**config.mk**
```make
export PLATFORM = sky130hd
export DESIGN_NAME = lsce_dev_flat
export DESIGN_NICKNAME = d
export VERILOG_FILES = /design/src/core/lsce_pkg.sv /design/src/core/lsce_link_if.sv /design/src/core/lsce_dev.sv /design/src/flat_wrapper.sv
export SDC_FILE = /design/constraint.sdc
export NUM_CORES = 1
export LEC_CHECK = 0
export ABC_AREA = 1
export BUFFER_PORTS_ARGS = -buffer_cell sky130_fd_sc_hd__clkbuf_2
export CORE_MARGIN = 2
export CORE_UTILIZATION = 27
export CTS_BUF_LIST = sky130_fd_sc_hd__clkbuf_8
export CTS_CLUSTER_SIZE = 16
export DETAILED_ROUTE_END_ITERATION = 10
export GPL_TIMING_DRIVEN = 0
export MAX_ROUTING_LAYER = met4
export SKIP_CTS_REPAIR_TIMING = 1
export SLEW_MARGIN = 20
export SYNTH_ARGS = -nofsm -noshare
export SYNTH_HDL_FRONTEND = slang
export SYNTH_SLANG_ARGS = --single-unit
```
**constraint.sdc**
```tcl
create_clock -name clk_sys_i -period 3.9 [get_ports clk_sys_i]
set_input_delay 0.195 -clock clk_sys_i [delete_from_list [all_inputs] [get_ports clk_sys_i]]
set_output_delay 0.195 -clock clk_sys_i [all_outputs]
set_load 0.02 [all_outputs]
```
**src/core/lsce_pkg.sv**
```systemverilog
// Shared constants for the light sensor command/enable link
package lsce_pkg;
  localparam int unsigned CLK_PERIOD_NS = 40;
  localparam int unsigned STARTUP_TIME_NS = 2720000;
  localparam int unsigned STARTUP_CYC = (STARTUP_TIME_NS + CLK_PERIOD_NS - 1) / CLK_PERIOD_NS;
  localparam int unsigned STARTUP_W = 17;

  // Command byte layout
  localparam int unsigned CMD_SEL_BIT = 7;
  localparam int unsigned CMD_TYPE_HI = 6;
  localparam int unsigned CMD_TYPE_LO = 5;
  localparam int unsigned CMD_ADDR_HI = 4;
  localparam logic [1:0] TYPE_REPEAT = 2'h0;
  localparam logic [1:0] TYPE_AUTOINC = 2'h1;
  localparam logic [1:0] TYPE_RSVD = 2'h2;
  localparam logic [1:0] TYPE_SPECIAL = 2'h3;
  localparam logic [4:0] SF_NOP = 5'h00;
  localparam logic [4:0] SF_IRQ_CLEAR = 5'h06;

  // Function enable register
  localparam logic [4:0] FUNC_EN_ADDR = 5'h00;
  localparam logic [7:0] FUNC_EN_RESET = 8'h00;
  localparam logic [7:0] FUNC_EN_MASK = 8'h1b;
  localparam int unsigned EN_IRQ_OUT_BIT = 4;
  localparam int unsigned EN_WAIT_BIT = 3;
  localparam int unsigned EN_MEASURE_BIT = 1;
  localparam int unsigned EN_POWER_BIT = 0;

  // Link framing: one direction bit then eight data bits
  localparam logic [3:0] LINK_BITS = 4'h9;
  localparam logic [3:0] LINK_HALF = 4'h8;

  // Controller software registers
  localparam logic [4:0] HOST_CTRL_ADDR = 5'h00;
  localparam logic [4:0] HOST_STAT_ADDR = 5'h04;
  localparam logic [4:0] HOST_RXD_ADDR = 5'h08;
  localparam logic [4:0] HOST_IRQ_STAT_ADDR = 5'h0c;
  localparam logic [4:0] HOST_IRQ_MASK_ADDR = 5'h10;
  localparam int unsigned CTRL_RD_BIT = 8;
endpackage : lsce_pkg

```
**src/core/lsce_link_if.sv**
```systemverilog
// Serial link between the command/enable controller and the sensor end
`timescale 1ns/1ps
`default_nettype none
interface lsce_link_if;
  logic frame_n;
  logic lclk;
  logic mosi;
  logic miso;
  modport host (output frame_n, output lclk, output mosi, input miso);
  modport dev (input frame_n, input lclk, input mosi, output miso);
endinterface : lsce_link_if
`default_nettype wire

```
**src/core/lsce_dev.sv**
```systemverilog
// Sensor end: command byte decode and function enable register
//
// Notes on behaviour
// Host marks command bytes with bit seven set
// Bits six-five pick repeat, increment, special; ten reserved
// Repeat type keeps the same register address
// Increment type advances address after each byte
// Low five bits: address, or special-function code
// Interrupt-clear special function clears pending interrupt, self-clearing
// Host writes zero to reserved enable bits
// Interrupt output driven only while bit four set
// Enable bit three switches the wait timer
// Enable bit one switches light measurement
// Enable bit zero switches the oscillator
// Host waits start-up time after power-on
// Device holds measurement off until start-up elapses
// Reads use the latched address, advanced after each byte like writes
// Data bytes store at last latched address
// Pending interrupt stays until interrupt-clear command
// Reserved special-function codes change nothing
`timescale 1ns/1ps
`default_nettype none
module lsce_dev
  import lsce_pkg::*;
#(
  parameter logic [STARTUP_W-1:0] STARTUP_CYCLES = STARTUP_W'(STARTUP_CYC)
) (
  input wire logic clk_sys_i,
  input wire logic rst_n_i,
  lsce_link_if.dev link,
  input wire logic light_event_i,
  input wire logic [7:0] reg_rdata_i,
  output logic osc_on_o,
  output logic measure_go_o,
  output logic wait_timer_en_o,
  output logic light_irq_o,
  output logic irq_clear_o,
  output logic reg_wr_o,
  output logic reg_rd_o,
  output logic [4:0] reg_addr_o,
  output logic [7:0] reg_wdata_o
);
  function automatic logic [4:0] advance(input logic [4:0] a, input logic [1:0] t);
    advance = (t == TYPE_AUTOINC) ? 5'(a + 5'h01) : a;
  endfunction : advance

  logic [2:0] frame_sync_ff, nxt_frame_sync;
  logic [2:0] clk_sync_ff, nxt_clk_sync;
  logic [1:0] mosi_sync_ff, nxt_mosi_sync;
  logic [3:0] bit_cnt_ff, nxt_bit_cnt;
  logic rw_ff, nxt_rw;
  logic [7:0] rx_ff, nxt_rx;
  logic [7:0] tx_ff, nxt_tx;
  logic miso_ff, nxt_miso;
  logic [4:0] addr_ff, nxt_addr;
  logic [1:0] type_ff, nxt_type;
  logic [7:0] en_ff, nxt_en;
  logic pend_ff, nxt_pend;
  logic irq_out_ff, nxt_irq_out;
  logic clr_ff, nxt_clr;
  logic [STARTUP_W-1:0] start_cnt_ff, nxt_start_cnt;
  logic ready_ff, nxt_ready;
  logic go_ff, nxt_go;
  logic wr_ff, nxt_wr;
  logic rd_ff, nxt_rd;
  logic [4:0] reg_addr_ff, nxt_reg_addr;
  logic [7:0] wdata_ff, nxt_wdata;

  logic in_frame;
  logic rise;
  logic fall;
  logic [7:0] byte_in;
  logic [7:0] rd_val;

  always_comb begin
    // Only the second stage is looked at, plus the third stage of the link clock for edges
    nxt_frame_sync = {frame_sync_ff[1:0], link.frame_n};
    nxt_clk_sync = {clk_sync_ff[1:0], link.lclk};
    nxt_mosi_sync = {mosi_sync_ff[0], link.mosi};
    in_frame = ~frame_sync_ff[1];
    rise = in_frame & clk_sync_ff[1] & ~clk_sync_ff[2];
    fall = in_frame & ~clk_sync_ff[1] & clk_sync_ff[2];
    byte_in = {rx_ff[6:0], mosi_sync_ff[1]};
    rd_val = (addr_ff == FUNC_EN_ADDR) ? en_ff : reg_rdata_i;

    nxt_bit_cnt = bit_cnt_ff;
    nxt_rw = rw_ff;
    nxt_rx = rx_ff;
    nxt_tx = tx_ff;
    nxt_miso = miso_ff;
    nxt_addr = addr_ff;
    nxt_type = type_ff;
    nxt_en = en_ff;
    nxt_clr = 1'b0;
    nxt_wr = 1'b0;
    nxt_rd = 1'b0;
    nxt_reg_addr = reg_addr_ff;
    nxt_wdata = wdata_ff;

    if (!in_frame) begin
      nxt_bit_cnt = 4'h0;
      nxt_miso = 1'b0;
    end else if (rise && bit_cnt_ff < LINK_BITS) begin
      nxt_bit_cnt = 4'(bit_cnt_ff + 4'h1);
      if (bit_cnt_ff == 4'h0) begin
        nxt_rw = mosi_sync_ff[1];
      end else begin
        nxt_rx = byte_in;
      end
      if (bit_cnt_ff == 4'(LINK_BITS - 4'h1)) begin
        if (rw_ff) begin
          nxt_addr = advance(addr_ff, type_ff);
        end else if (byte_in[CMD_SEL_BIT]) begin
          case (byte_in[CMD_TYPE_HI:CMD_TYPE_LO])
            TYPE_REPEAT, TYPE_AUTOINC: begin
              nxt_addr = byte_in[CMD_ADDR_HI:0];
              nxt_type = byte_in[CMD_TYPE_HI:CMD_TYPE_LO];
            end
            TYPE_SPECIAL: begin
              // Reserved codes and no-op leave everything as is
              if (byte_in[CMD_ADDR_HI:0] == SF_IRQ_CLEAR) begin
                nxt_clr = 1'b1;
              end
            end
            default: begin
              // Reserved type is dropped
            end
          endcase
        end else begin
          // Data byte lands at the latched address
          if (addr_ff == FUNC_EN_ADDR) begin
            nxt_en = byte_in & FUNC_EN_MASK;
          end else begin
            nxt_wr = 1'b1;
            nxt_reg_addr = addr_ff;
            nxt_wdata = byte_in;
          end
          nxt_addr = advance(addr_ff, type_ff);
        end
      end
    end else if (fall && rw_ff && bit_cnt_ff != 4'h0 && bit_cnt_ff < LINK_BITS) begin
      if (bit_cnt_ff == 4'h1) begin
        // Read data taken from the latched address, as advanced after each byte
        nxt_miso = rd_val[7];
        nxt_tx = {rd_val[6:0], 1'b0};
        nxt_rd = (addr_ff != FUNC_EN_ADDR);
        nxt_reg_addr = addr_ff;
      end else begin
        nxt_miso = tx_ff[7];
        nxt_tx = {tx_ff[6:0], 1'b0};
      end
    end
    // Hold read address on the port while the external block answers
    if (in_frame && rw_ff && bit_cnt_ff == 4'h1 && !fall) begin
      nxt_reg_addr = addr_ff;
    end

    // New event wins over a clear in the same cycle
    nxt_pend = light_event_i | (pend_ff & ~clr_ff);
    nxt_irq_out = nxt_pend & nxt_en[EN_IRQ_OUT_BIT];

    // Start-up hold-off restarts whenever power is dropped
    if (!nxt_en[EN_POWER_BIT]) begin
      nxt_start_cnt = '0;
      nxt_ready = 1'b0;
    end else if (start_cnt_ff >= STARTUP_CYCLES - STARTUP_W'(1)) begin
      nxt_start_cnt = start_cnt_ff;
      nxt_ready = 1'b1;
    end else begin
      nxt_start_cnt = STARTUP_W'(start_cnt_ff + STARTUP_W'(1));
      nxt_ready = 1'b0;
    end
    nxt_go = nxt_en[EN_MEASURE_BIT] & nxt_en[EN_POWER_BIT] & ready_ff;
  end

  always_ff @(posedge clk_sys_i) begin
    if (!rst_n_i) begin
      frame_sync_ff <= 3'h7;
      clk_sync_ff <= 3'h0;
      mosi_sync_ff <= 2'h0;
      bit_cnt_ff <= 4'h0;
      rw_ff <= 1'b0;
      rx_ff <= 8'h00;
      tx_ff <= 8'h00;
      miso_ff <= 1'b0;
      addr_ff <= 5'h00;
      type_ff <= TYPE_REPEAT;
      en_ff <= FUNC_EN_RESET;
      pend_ff <= 1'b0;
      irq_out_ff <= 1'b0;
      clr_ff <= 1'b0;
      start_cnt_ff <= '0;
      ready_ff <= 1'b0;
      go_ff <= 1'b0;
      wr_ff <= 1'b0;
      rd_ff <= 1'b0;
      reg_addr_ff <= 5'h00;
      wdata_ff <= 8'h00;
    end else begin
      frame_sync_ff <= nxt_frame_sync;
      clk_sync_ff <= nxt_clk_sync;
      mosi_sync_ff <= nxt_mosi_sync;
      bit_cnt_ff <= nxt_bit_cnt;
      rw_ff <= nxt_rw;
      rx_ff <= nxt_rx;
      tx_ff <= nxt_tx;
      miso_ff <= nxt_miso;
      addr_ff <= nxt_addr;
      type_ff <= nxt_type;
      en_ff <= nxt_en;
      pend_ff <= nxt_pend;
      irq_out_ff <= nxt_irq_out;
      clr_ff <= nxt_clr;
      start_cnt_ff <= nxt_start_cnt;
      ready_ff <= nxt_ready;
      go_ff <= nxt_go;
      wr_ff <= nxt_wr;
      rd_ff <= nxt_rd;
      reg_addr_ff <= nxt_reg_addr;
      wdata_ff <= nxt_wdata;
    end
  end

  assign link.miso = miso_ff;
  assign osc_on_o = en_ff[EN_POWER_BIT];
  assign wait_timer_en_o = en_ff[EN_WAIT_BIT];
  assign measure_go_o = go_ff;
  assign light_irq_o = irq_out_ff;
  assign irq_clear_o = clr_ff;
  assign reg_wr_o = wr_ff;
  assign reg_rd_o = rd_ff;
  assign reg_addr_o = reg_addr_ff;
  assign reg_wdata_o = wdata_ff;
endmodule : lsce_dev
`default_nettype wire

```
**src/flat_wrapper.sv**
```systemverilog
// flat-port wrapper written by rule: the top's interface ports become plain ports
module lsce_dev_flat import lsce_pkg::*;
#(
  parameter logic [STARTUP_W-1:0] STARTUP_CYCLES = STARTUP_W'(STARTUP_CYC)
)
  (clk_sys_i, rst_n_i, light_event_i, reg_rdata_i, osc_on_o, measure_go_o, wait_timer_en_o, light_irq_o, irq_clear_o, reg_wr_o, reg_rd_o, reg_addr_o, reg_wdata_o, link_frame_n, link_lclk, link_mosi, link_miso);
  lsce_link_if link_i ();
  input wire logic clk_sys_i;
  input wire logic rst_n_i;
  input wire logic light_event_i;
  input wire logic [7:0] reg_rdata_i;
  output logic osc_on_o;
  output logic measure_go_o;
  output logic wait_timer_en_o;
  output logic light_irq_o;
  output logic irq_clear_o;
  output logic reg_wr_o;
  output logic reg_rd_o;
  output logic [4:0] reg_addr_o;
  output logic [7:0] reg_wdata_o;
  input wire logic [$bits(link_i.frame_n)-1:0] link_frame_n;
  input wire logic [$bits(link_i.lclk)-1:0] link_lclk;
  input wire logic [$bits(link_i.mosi)-1:0] link_mosi;
  output wire logic [$bits(link_i.miso)-1:0] link_miso;
  assign link_i.frame_n = link_frame_n;
  assign link_i.lclk = link_lclk;
  assign link_i.mosi = link_mosi;
  assign link_miso = link_i.miso;
  lsce_dev #(.STARTUP_CYCLES(STARTUP_CYCLES)) u_core (.clk_sys_i(clk_sys_i), .rst_n_i(rst_n_i), .link(link_i), .light_event_i(light_event_i), .reg_rdata_i(reg_rdata_i), .osc_on_o(osc_on_o), .measure_go_o(measure_go_o), .wait_timer_en_o(wait_timer_en_o), .light_irq_o(light_irq_o), .irq_clear_o(irq_clear_o), .reg_wr_o(reg_wr_o), .reg_rd_o(reg_rd_o), .reg_addr_o(reg_addr_o), .reg_wdata_o(reg_wdata_o));
endmodule
```
---- Yosys cells after proc, flatten, opt, wreduce, memory -nomap -nowiden ----
Cells that the tools add are included.
word-level totals
  flip-flop bits (word level) ............. 75
  input bits .............................. 14
  output and inout port bits .............. 21
  logic and storage cells ................. 117
cells by class
  magnitude comparators ................... 2
  add/subtract/negate cells ............... 3
  reduce and logical (&&, ||, !) cells .... 30
  mux-type cells .......................... 25
  bitwise logic cells ..................... 23
  eq/ne operators ......................... 12
operators by type and width
  cell                   number
  $mux 5                 19
  $reduce_and 6->1       3
  $add 17x1->17 const B  1
  $ge 17x17->1 const B   1
  $mux 8                 2
  $not 1->1              14
  $ne 3x3->1 const B     4
  $reduce_and 3->1       3
  $and 1x1->1            8
  $logic_and 1x1->1      7
  $reduce_and 7->1       1
  $reduce_or 7->1        1
  $reduce_bool 3->1      2
  $reduce_or 6->1        1
  $add 5x1->5 const B    1
  $eq 5x3->1 const B     1
  $logic_not 5->1        1
  $reduce_bool 5->1      1
  $reduce_or 5->1        1
  $add 4x1->4 const B    1
  $eq 2x1->1 const B     2
  $eq 4x1->1 const B     1
  $eq 4x4->1 const B     1
  $logic_not 4->1        1
  other kinds (12)       17

---- Depth between registers and ports, before layout ----
Gate-level depths: netlist of run 1.
  depth in word-level cells ............... 10
  gate-level depth with buffers ........... 11
  depth with buffers taken out ............ 11

---- Worst setup path before layout of run 1 ----
OpenSTA, ideal clock, no wires.
  path kind ............................... reg-to-reg
  start point ............................. register u_core.bit_cnt_ff[0]
  end point ............................... register u_core.start_cnt_ff[16]
  data required time ...................... 3.787 ns
  path buffers ............................ 1
  library setup time ...................... 0.113 ns
  path slack .............................. 2.320 ns
  clock period less this slack ............ 1.580 ns
  cell stages (with the launch flop) ...... 11
  arrival time ............................ 1.467 ns
  path through ............................ dfxtp_1 > inv_1 > ha_1 > nand2_1 > nor2_2 > nand3_2 > nor2_4 > nand3_1 > nand3_4 > buf_6 > nor2_2
on the way
  cells in the longest elaborated chain, start to end .. 5
  elaborated cells on any way between the ends .. 7
  those cells by class .................... order compare: 1; eq/ne: 1; mux: 3; reduce/logical: 2
RTL lines
  what                                         RTL line                          RTL
  from (decl)                                  lsce_dev.sv:50                    logic [3:0] bit_cnt_ff, nxt_bit_cnt;
  from (signal assigned)                       lsce_dev.sv:203                   bit_cnt_ff <= nxt_bit_cnt;
  $lt 4x4->1 or $eq 4x4->1 (tied branches)     lsce_dev.sv:103, lsce_dev.sv:110
  $logic_and 1x1->1 or $mux 5 (tied branches)  lsce_dev.sv:103, lsce_dev.sv:110
  $mux 5 (*)                                   lsce_dev.sv:103                   end else if (rise && bit_cnt_ff < LINK_BITS) begin
  $mux 5 (*)                                   lsce_dev.sv:100                   if (!in_frame) begin
  $reduce_and 2->1 (no line) (*)               n/a
  to (signal assigned)                         lsce_dev.sv:214                   start_cnt_ff <= nxt_start_cnt;
  to (decl)                                    lsce_dev.sv:61                    logic [STARTUP_W-1:0] start_cnt_ff, nxt_start_cnt;
Mark *: on every way between the ends. The rest lies on a longest branch, timed or not.
A chain may end at the register's enable or synchronous reset.

---- Worst setup path after layout of run 1 ----
  start point ............................. register u_core.bit_cnt_ff[0]
  end point ............................... register u_core.irq_out_ff (netlist: u_core.light_irq_o)
on the way
  cells in the longest elaborated chain, start to end .. 5
  elaborated cells on any way between the ends .. 7
  those cells by class .................... order compare: 1; eq/ne: 1; mux: 3; bitwise: 1; reduce/logical: 1
RTL lines
  what                                         RTL line                          RTL
  $lt 4x4->1 or $eq 4x4->1 (tied branches)     lsce_dev.sv:103, lsce_dev.sv:110
  $logic_and 1x1->1 or $mux 5 (tied branches)  lsce_dev.sv:103, lsce_dev.sv:110
  $mux 5 (*)                                   lsce_dev.sv:103
  $mux 5 (*)                                   lsce_dev.sv:100
  $and 1x1->1 (*)                              lsce_dev.sv:160                   nxt_irq_out = nxt_pend & nxt_en[EN_IRQ_OUT_BIT];
  to (signal assigned)                         lsce_dev.sv:212                   irq_out_ff <= nxt_irq_out;
  to (decl)                                    lsce_dev.sv:59                    logic irq_out_ff, nxt_irq_out;
Marked as above.

==> results.ini, run 1 <==
[floorplanning]
core_um2 = 12700
fp.dieH_um = 118
ios = 35
die-area_um2 = 14000
dieWidth_um = 118
initial_core_util_pct = 27.8
row_count = 41

[critical_path]
cp-end-kind = flop
crit_start = u_core.bit_cnt_ff[0]
worstPathArrival_ns = 2.12
path_buf_inv = 2
r2r-start = u_core.bit_cnt_ff[0]
crit_family = simple AND/OR/NAND/NOR gates
critPathRequiredTime_ns = 4.14
cp_cell_sequence = inv_1, ha_1, nand2_1, nor2_2, nand3_2, nor2_4, nand2_2, inv_1, nor2_1, nor3_1
critPathKind = reg -> reg
path_common_cell = inv_1
critPathMaxStageDelay_ns = 0.34
worstPathMaxFanout = 4
startpoint_type = flop
cp_slowest_cell = dfxtp_1
r2r_setup_slack_ns = 2.01

[detailed_routing]
drc = 0
post_drt_wl_per_cell_um = 12.2
vias_per_cell = 4.49
ant_nets = 0
finalWirelength_mm = 8.73
detail_route.iter0.violations = 136
drt-pass1-iter-count = 4
vias = 3204

[timing]
setup_viol = 0
finClkSkew_ns = 0.00927
fmax_mhz = 530
tns_ns = 0
slew_violations = 0
fin_crit_ns = 1.89
rsz0062_at_grt = false
hold_viol = 0
setup_ws_ns = 2.01
min_period_over_period_pct = 48.4

[yosys]
yosysWarnings = 0
synthCells = 492
synth_top_area_cell = dfxtp_1
avgSynthCellArea_um2 = 7.19
ys_types = 32
synth_top_area_share_pct = 41.9
synth-seq-cells = 74
yosys-top-cells-area = dfxtp_1 (42%), nand2_1 (11%), a21oi_1 (7.6%)
netlist_area_um2 = 3540
yosysSeqAreaShare_pct = 41.9
syn_nets = 513

[pwr]
seqPwrFrac_pct = 53.1
power.switching_mw = 0.311
swShare_pct = 21.7
vdd_ir_drop_max_v = 0.000132
p_leak_nw = 1.62
internal_power_mw = 1.12
combPwrFrac_pct = 2.2
clockPowerShare_pct = 44.8
p_per_area_nw_per_um2 = 348

[place]
dp_hpwl_mm = 6.54
gp_congestion = 0.924
portBuffers = 33
place_ws_ns = 2.04

[layout]
layout_commonest_cell = nand2_1
syn2layout_area_growth_pct = 16.7
final_cell_mix = nand2_1 (100), dfxtp_1 (74), inv_1 (54), nor2_1 (54), a21oi_1 (54)
antenna_cells = 0
fill_cells = 1421
nNetsFinal = 557
drive_gt1_share_pct = 16.3

[global_route]
grt_overflow = 0
grt_pass1_wl_mm = 14.5
first_global_vias = 3081
track_usage_pct = 13.3
grt_antenna_before_repair = 0
grt_max_degree = 13

[hold_path]
min_from = link_lclk
hp-class = in -> reg

[clock_tree]
tritoncts = yes
clockRootBuffer = clkbuf_8
clk_latency_ns = 0.36
clkTransAtPathRegs_ns = 0.08
cts-htree-levels = 3
cts_inserted_buffers = 9
clock_path_buffers = 2
cts.sinks = 74

[run_status]
outcome = complete, no violations

[job]
cap_violations = 0

==> Yosys cell counts <==
cell	instances
nand2_1	100
dfxtp_1	74
a21oi_1	54
nor2_1	54
inv_1	52
o21ai_0	39
nand3_1	31
nand4_1	10
a21oi_2	8
ha_1	7
xor2_1	6
inv_2	5
nand2_2	5
nor2_2	5
xnor2_1	5
clkbuf_1	4
buf_2	3
buf_4	3
nand3_2	3
nor2_4	3
nor3_1	3
o211ai_1	3
or2_2	3
buf_1	2
nand3b_1	2
nor4_1	2
and2_1	1
buf_6	1
conb_1	1
nand2_4	1
nand3_4	1
o21ai_1	1
==> routing by layer <==
layer  global-route usage, %  share of wire [%]  vias up
met5                       -                  0        -
met4                    5.51                1.4        0
met3                    2.94                3.7       11
met2                    22.3                 50       49
met1                    15.5                 45     1461
li1                        -                  -     1683
==> per-stage QoR <==
step / cells / util (%) / hold WS (ns) / instance area [um2] / total power, mW
2_1_floorplan: 492 / - / 0.293 / 3540 / 0.795
3_3_place_gp: 697 / 30.8 / 0.394 / 3920 / 0.811
3_5_place_dp: 697 / 30.8 / 0.398 / 3920 / 0.811
4_1_cts: 713 / 32.4 / 0.0158 / 4130 / 1.46
5_1_grt: 713 / 32.4 / 0.0243 / 4130 / 1.49
6_report: 713 / 32.4 / 0.0334 / 4130 / 1.44
==> state kept, by name, indices dropped and copies added, names as in the netlist <==
register and count:
u_core.reg_wdata_o 7, u_core.irq_clear_o 1, u_core.pend_ff 1, u_core.reg_addr_o 5, u_core.reg_wr_o 1, u_core.reg_rd_o 1, u_core.type_ff 2, u_core.tx_ff 7
u_core.rx_ff 7, u_core.clk_sync_ff 3, u_core.mosi_sync_ff 2, u_core.measure_go_o 1, u_core.bit_cnt_ff 4, u_core.link.miso 1, u_core.rw_ff 1, u_core.ready_ff 1
u_core.light_irq_o 1, u_core.en_ff 4, u_core.start_cnt_ff 17, u_core.frame_sync_ff 2, u_core.addr_ff 5
==> layout make-up <==
class,instances,area (um2),share of cell area [%]
clock inverter,7,86.3,2.09
inverter,57,214,5.18
clock buffer,9,124,3.00
multi-input combinational,348,1770,42.9
timing repair buffer,33,165,4.00
tap,172,215,5.22
sequential,74,1480,35.9
buffer,13,71.3,1.73
==> worst reg2reg max path, stage by stage (launching register included) <==
cell     delay [ns]
dfxtp_1        0.34
inv_1          0.12
ha_1           0.19
nand2_1        0.08
nor2_2         0.17
nand3_2        0.15
nor2_4         0.14
nand2_2        0.09
inv_1          0.11
nor2_1         0.06
nor3_1         0.32
==> power by group through the flow <==
stage          registers [mW]  logic [mW]  clock network, mW
6_report                0.762      0.0311              0.643
5_1_grt                 0.762      0.0352              0.691
4_1_cts                 0.762      0.0319              0.664
3_5_place_dp            0.779      0.0318                  0
3_3_place_gp            0.779      0.0313                  0
2_1_floorplan           0.778      0.0167                  0
==> worst paths after layout <==
kind | endpoint | cells after the start
hold reg to reg | u_core.frame_sync_ff[1] | 1
setup / recovery | u_core.light_irq_o | 10
hold / removal | u_core.clk_sync_ff[0] | 3
setup reg to reg | u_core.light_irq_o | 10
==> logic make-up after synthesis <==
group / Yosys count / synth area share, %
AOI/OAI and AO/OA: 105 / 15.9
other: 1 / 0.106
and+or+nand+nor: 224 / 28.8
DFF: 74 / 41.9
adders and majority gates: 7 / 2.48
xor gates and xnor gates: 11 / 2.72
buffers and inverters: 70 / 8.07
No activity file was read; power rests on OpenSTA's default activity.
==> inputs of run 2 (changes only) <==
- ABC_AREA: 1 -> 0
- clock period: 3.9 -> 1.8 ns (I/O delays scaled with it)
==> run 2 against run 1 <==
  * The flow now finishes with violations (negative setup slack)
  * Cell area is 4.4% higher
  * Count of clock-buffer cells in the layout stayed put
  * Final cell count is 15% lower
  * Power is 120% higher
  * Synthesized area is 5.6% lower
  * Largest cell class unchanged
  * Utilization is 3.3 points higher
  * Global-route usage is 1.1 points lower
  * Clock power is 110% higher
  * Setup slack worse by 2.5 ns
  * First-iteration DRC count is 25% higher
  * Die area is 5.4% lower
==> results.ini, run 2 <==
[place]
placedCellCount = 571
portBuffers = 32
gp_congestion = 0.812
place_ws_ns = -0.584
dp_hpwl_mm = 5.41

[yosys]
ys.flop_type = dfxtp_1
synth_top_area_cell = dfxtp_1
yosys-top-cells-area = dfxtp_1 (44%), mux2i_1 (7.8%), nor2_1 (6.0%)
synth-seq-cells = 74
yosysWarnings = 0
synth_top_area_share_pct = 44.4
netlist_area_um2 = 3340
async_flop_share_pct = 0
ys_types = 58
synth_edf_count = 0
yosysMostFrequentCell = dfxtp_1
synthCells = 371
synth_common_cells = dfxtp_1 (74), nor2_1 (53), nand2_1 (34)
avgSynthCellArea_um2 = 8.99
yosysSeqAreaShare_pct = 44.4
syn_nets = 392

[clock_tree]
clockRootBuffer = clkbuf_8
tritoncts = yes
clock_path_buffers = 2
clk_latency_ns = 0.36
clkTransAtPathRegs_ns = 0.08
cts_inserted_buffers = 9
cts.sinks = 74
cts-htree-levels = 3

[critical_path]
cp_cell_sequence = inv_4, ha_4, or4b_4, nor4b_4, buf_4, mux2_4, nand2_4, buf_8, o21ba_4
path_buf_inv = 3
cp_slowest_cell = or4b_4
critPathMaxStageDelay_ns = 0.51
startpoint_type = flop
worstPathMaxFanout = 5
cp-end-kind = flop
crit_family = simple AND/OR/NAND/NOR gates
worstPathArrival_ns = 2.51
critPathRequiredTime_ns = 2.06
critPathKind = reg -> reg

[floorplanning]
ios = 35
die-area_um2 = 13300
core_um2 = 12100
dieWidth_um = 115
row_count = 40
fp.dieH_um = 115
initial_core_util_pct = 27.7

[layout]
fin_cells = 606
nNetsFinal = 455
drive_gt1_share_pct = 25.6
layout_commonest_cell = dfxtp_1
largest_reg_flops = 17
largest-register = u_core.start_cnt_ff
post-route-util_pct = 35.7
syn2layout_area_growth_pct = 29.1
final_cell_mix = dfxtp_1 (67), nor2_1 (50), nand2_1 (34)
antenna_cells = 0

[global_route]
grt_overflow = 0
track_usage_pct = 12.2
grt_use_met1_pct = 14.8
first_global_vias = 2486
grt_antenna_before_repair = 0
busiest_layer = met2
grt_max_degree = 13
grt_pass1_wl_mm = 12.1
grt_use_met2_pct = 18.0
grtUsageMet3_pct = 4.74

[timing]
fmax_mhz = 444
min_period_over_period_pct = 125
rsz0062_at_grt = true
hold_viol = 0
setup_ws_ns = -0.455
setup_viol = 49
fin_crit_ns = 2.25
finClkSkew_ns = 0.0115
worst_slew_pin_slew_ns = 0.713
slew_violations = 0
relSlewSlack_pct = 52.3

[run_status]
outcome = complete, but fails checks
violations = negative setup slack

[detailed_routing]
finalWirelength_mm = 8.01
detail_route.iter0.violations = 170
drt-pass1-iter-count = 4
post_drt_wl_per_cell_um = 13.2
vias = 2781
vias_per_cell = 4.59
ant_nets = 0
drc = 0

[job]
cap_violations = 0

[pwr]
p_per_area_nw_per_um2 = 719
p_leak_nw = 1.59
vdd_ir_drop_max_v = 0.000261

[hold_path]
hp-class = in -> reg

==> run 2: cell types whose count changed after synthesis, moves of 24 or more <==
cell and change:
a21oi_1 -35, nand2_1 -66, o21ai_0 -32, mux2i_1 +26, nand3_1 -24, inv_1 -43
==> run 2: cell type report <==
class,instances,area (um2)
fill,1208,7750
buffer,21,130
timing repair buffer,53,350
inverter,10,42.5
sequential,74,1500
clock inverter,6,82.6
tap,168,210
multi-input combinational,265,1870
clock buffer,9,124
==> run 2: kinds of logic (layout without fill, tap and decap cells) <==
group,Yosys count,in the layout,share of synthesized area (%)
adders and majority gates,7,7,2.62
muxes,27,27,8.25
and+or+nand+nor,156,156,23.7
buffers and inverters,32,99,4.16
other,1,1,0.112
DFF,74,74,44.4
xor gates and xnor gates,15,15,3.94
AOI/OAI and AO/OA,59,59,12.8
==> run 2: stage by stage <==
step           power (mW)  setup TNS, ns  instance area (um2)  hold slack [ns]
3_3_place_gp         1.75         -21.40                 3770            0.285
4_1_cts              3.13         -20.42                 3980          -0.0940
3_5_place_dp         1.75         -19.20                 3770            0.283
6_report             3.10         -11.78                 4310           0.0255
5_1_grt              3.21         -17.13                 4310           0.0148
2_1_floorplan        1.72          -9.36                 3400            0.191
==> run 2: final timing paths <==
path	startpoint	endpoint	slack [ns]	depth (start not counted)
setup reg to reg	u_core.addr_ff[0]	u_core.start_cnt_ff[16]	-0.45	9
hold / removal	rst_n_i	u_core.frame_sync_ff[0]	0.03	2
hold reg to reg	u_core.frame_sync_ff[0]	u_core.frame_sync_ff[1]	0.43	1
setup / recovery	u_core.addr_ff[0]	u_core.start_cnt_ff[16]	-0.45	9
==> run 2: where the power goes <==
part           leakage (nW)  internal [mW]  total, mW  switching [mW]
registers             0.601           1.64       1.64         0.00454
clock network         0.105          0.765       1.38           0.618
logic                 0.888         0.0314     0.0706          0.0392
==> run 2: routing by layer <==
metal	part of all wire [%]	vias to the layer above
met2	46	65
met4	2.0	0
met3	5.9	12
met5	0	-
met1	46	1290
li1	-	1414
==> inputs of run 3 (changes only) <==
- clock period: 1.8 -> 2.8 ns (I/O delays scaled with it)
==> run 3 against run 2 <==
  * The run ends with negative hold slack left
  * Clock skew shrank 0.0016 ns
  * Sequential share of layout area grew 2.2 points
  * Count of clock-buffer cells in the layout grew 2
  * Utilization shrank 2.6 points
  * Largest power group unchanged
==> results.ini, run 3 (synthesis gave the netlist of run 2 again) <==
[global_route]
grt_pass1_wl_mm = 12.3
grtUsageMet3_pct = 2.48
grt_max_degree = 13
grt_use_met1_pct = 16.1
grt_overflow = 0
grt_antenna_before_repair = 0
first_global_vias = 2577
grt_use_met2_pct = 17.9
track_usage_pct = 12.1
busiest_layer = met2

[clock_tree]
tritoncts = yes
clockRootBuffer = clkbuf_8
cts-htree-levels = 3
cts_inserted_buffers = 9
clk_latency_ns = 0.35
cts.sinks = 74
clock_path_buffers = 2
clkTransAtPathRegs_ns = 0.07

[pwr]
p_per_area_nw_per_um2 = 533
p_total_mw = 2.13
combPwrFrac_pct = 1.8
swShare_pct = 19.8
seqPwrFrac_pct = 49.8
clockPowerShare_pct = 48.5
power.switching_mw = 0.422
internal_power_mw = 1.71
p_leak_nw = 1.47
vdd_ir_drop_max_v = 0.000223

[timing]
min_period_over_period_pct = 89.0
tns_ns = 0
setup_viol = 0
fin_crit_ns = 2.49
relSlewSlack_pct = 43.4
fmax_mhz = 401
hold_slack_ns = -0.00214
rsz0062_at_grt = false
slew_violations = 0
worst_slew_pin_slew_ns = 0.847
hold_viol = 2
finClkSkew_ns = 0.00994

[layout]
drive_gt1_share_pct = 16.0
final_cell_mix = dfxtp_1 (74), nor2_1 (53), nand2_1 (34)
layout_commonest_cell = dfxtp_1
largest-register = u_core.start_cnt_ff
post-route-util_pct = 33.2
largest_reg_flops = 17
syn2layout_area_growth_pct = 19.9
fin_area_um2 = 4000
antenna_cells = 0
fin_cells = 588
nNetsFinal = 436

[place]
portBuffers = 32
gp_congestion = 0.821
place_area_um2 = 3710
dp_hpwl_mm = 5.37
placedCellCount = 571

[critical_path]
rr_endpoint = u_core.start_cnt_ff[16]
r2r_cells = 9
startpoint_type = flop
critPathRequiredTime_ns = 3.04
r2r_setup_slack_ns = 0.31
crit_path_end = u_core.start_cnt_ff[16]
critPathKind = reg -> reg
worstPathMaxFanout = 10
worstPathArrival_ns = 2.74
cp_cell_sequence = inv_1, ha_1, or4b_1, buf_2, nor4b_4, mux2_4, nand2_2, buf_6, o21ba_4
cp_slowest_cell = nor4b_4
r2r-start = u_core.addr_ff[0]
cp_num_cells = 9
critPathMaxStageDelay_ns = 0.46
crit_start = u_core.addr_ff[0]
cp-end-kind = flop
path_buf_inv = 3
crit_family = simple AND/OR/NAND/NOR gates

[detailed_routing]
detail_route.iter0.violations = 193
drt-pass1-iter-count = 4
ant_nets = 0
vias_per_cell = 4.55
drc = 0
vias = 2674
post_drt_wl_per_cell_um = 12.7
finalWirelength_mm = 7.46

[floorplanning]
row_count = 40
initial_core_util_pct = 27.7
ios = 35
fp.dieH_um = 115
dieWidth_um = 115
core_um2 = 12100
die-area_um2 = 13300

[run_status]
outcome = complete, but fails checks
violations = negative hold slack

[hold_path]
hp-class = in -> reg

[job]
cap_violations = 0

-- run 3: changes by cell type in the layout (fill, tap and decap cells not counted), moves of 3 or more --
cell / previous run / this run
clkinv_2: 3 / 0
buf_6: 5 / 1
dfxtp_4: 4 / 0
dfxtp_1: 67 / 74
inv_1: 5 / 10
nor2_1: 50 / 53
dfxtp_2: 3 / 0
dlygate4sd3_1: 4 / 1
buf_4: 14 / 1
-- run 3: per-layer routing --
layer  vias to the layer above  wire (um)  part of all wire, %
li1                       1374          -                    -
met1                      1247       3900                   52
met2                        42       3160                   42
met3                        11        258                  3.5
met4                         0        140                  1.9
met5                         -          0                    0
-- run 3: how the worst min path moves through the flow --
stage | start | slack (ns) | end | depth (start not counted)
4_1_cts | link_frame_n | -0.04 | u_core.frame_sync_ff[0] | 2
3_5_place_dp | link_frame_n | 0.33 | u_core.frame_sync_ff[0] | 2
2_1_floorplan | link_frame_n | 0.24 | u_core.frame_sync_ff[0] | 1
6_report | link_lclk | -0.002 | u_core.clk_sync_ff[0] | 2
5_1_grt | link_lclk | 0.0005 | u_core.clk_sync_ff[0] | 2
3_3_place_gp | link_frame_n | 0.33 | u_core.frame_sync_ff[0] | 2
-- run 3: area by class of cell --
cell class	instances	area (um2)
plain buffers	22	101
clock buffers	11	151
clock inverters	5	101
fillers	1272	8060
inverters	10	37.5
multi-input cells	265	1750
flip-flops and latches	74	1480
well taps	168	210
repair buffers	33	170
-- run 3: metrics by stage --
step	setup slack, ns	hold slack (ns)
after floorplan	0.513	0.241
after global placement	0.226	0.326
after detailed placement	0.129	0.329
after CTS	0.106	-0.0443
after global routing	0.0830	0.000504
final	0.307	-0.00214
-- run 3: power by group through the flow --
| stage | logic [mW] | clock network, mW | registers, mW |
|---|---|---|---|
| after global placement | 0.0367 | 0 | 1.09 |
| final | 0.0375 | 1.03 | 1.06 |
| after detailed placement | 0.0363 | 0 | 1.09 |
| after global routing | 0.0410 | 1.11 | 1.06 |
| after CTS | 0.0366 | 1.06 | 1.06 |
| after floorplan | 0.0202 | 0 | 1.08 |
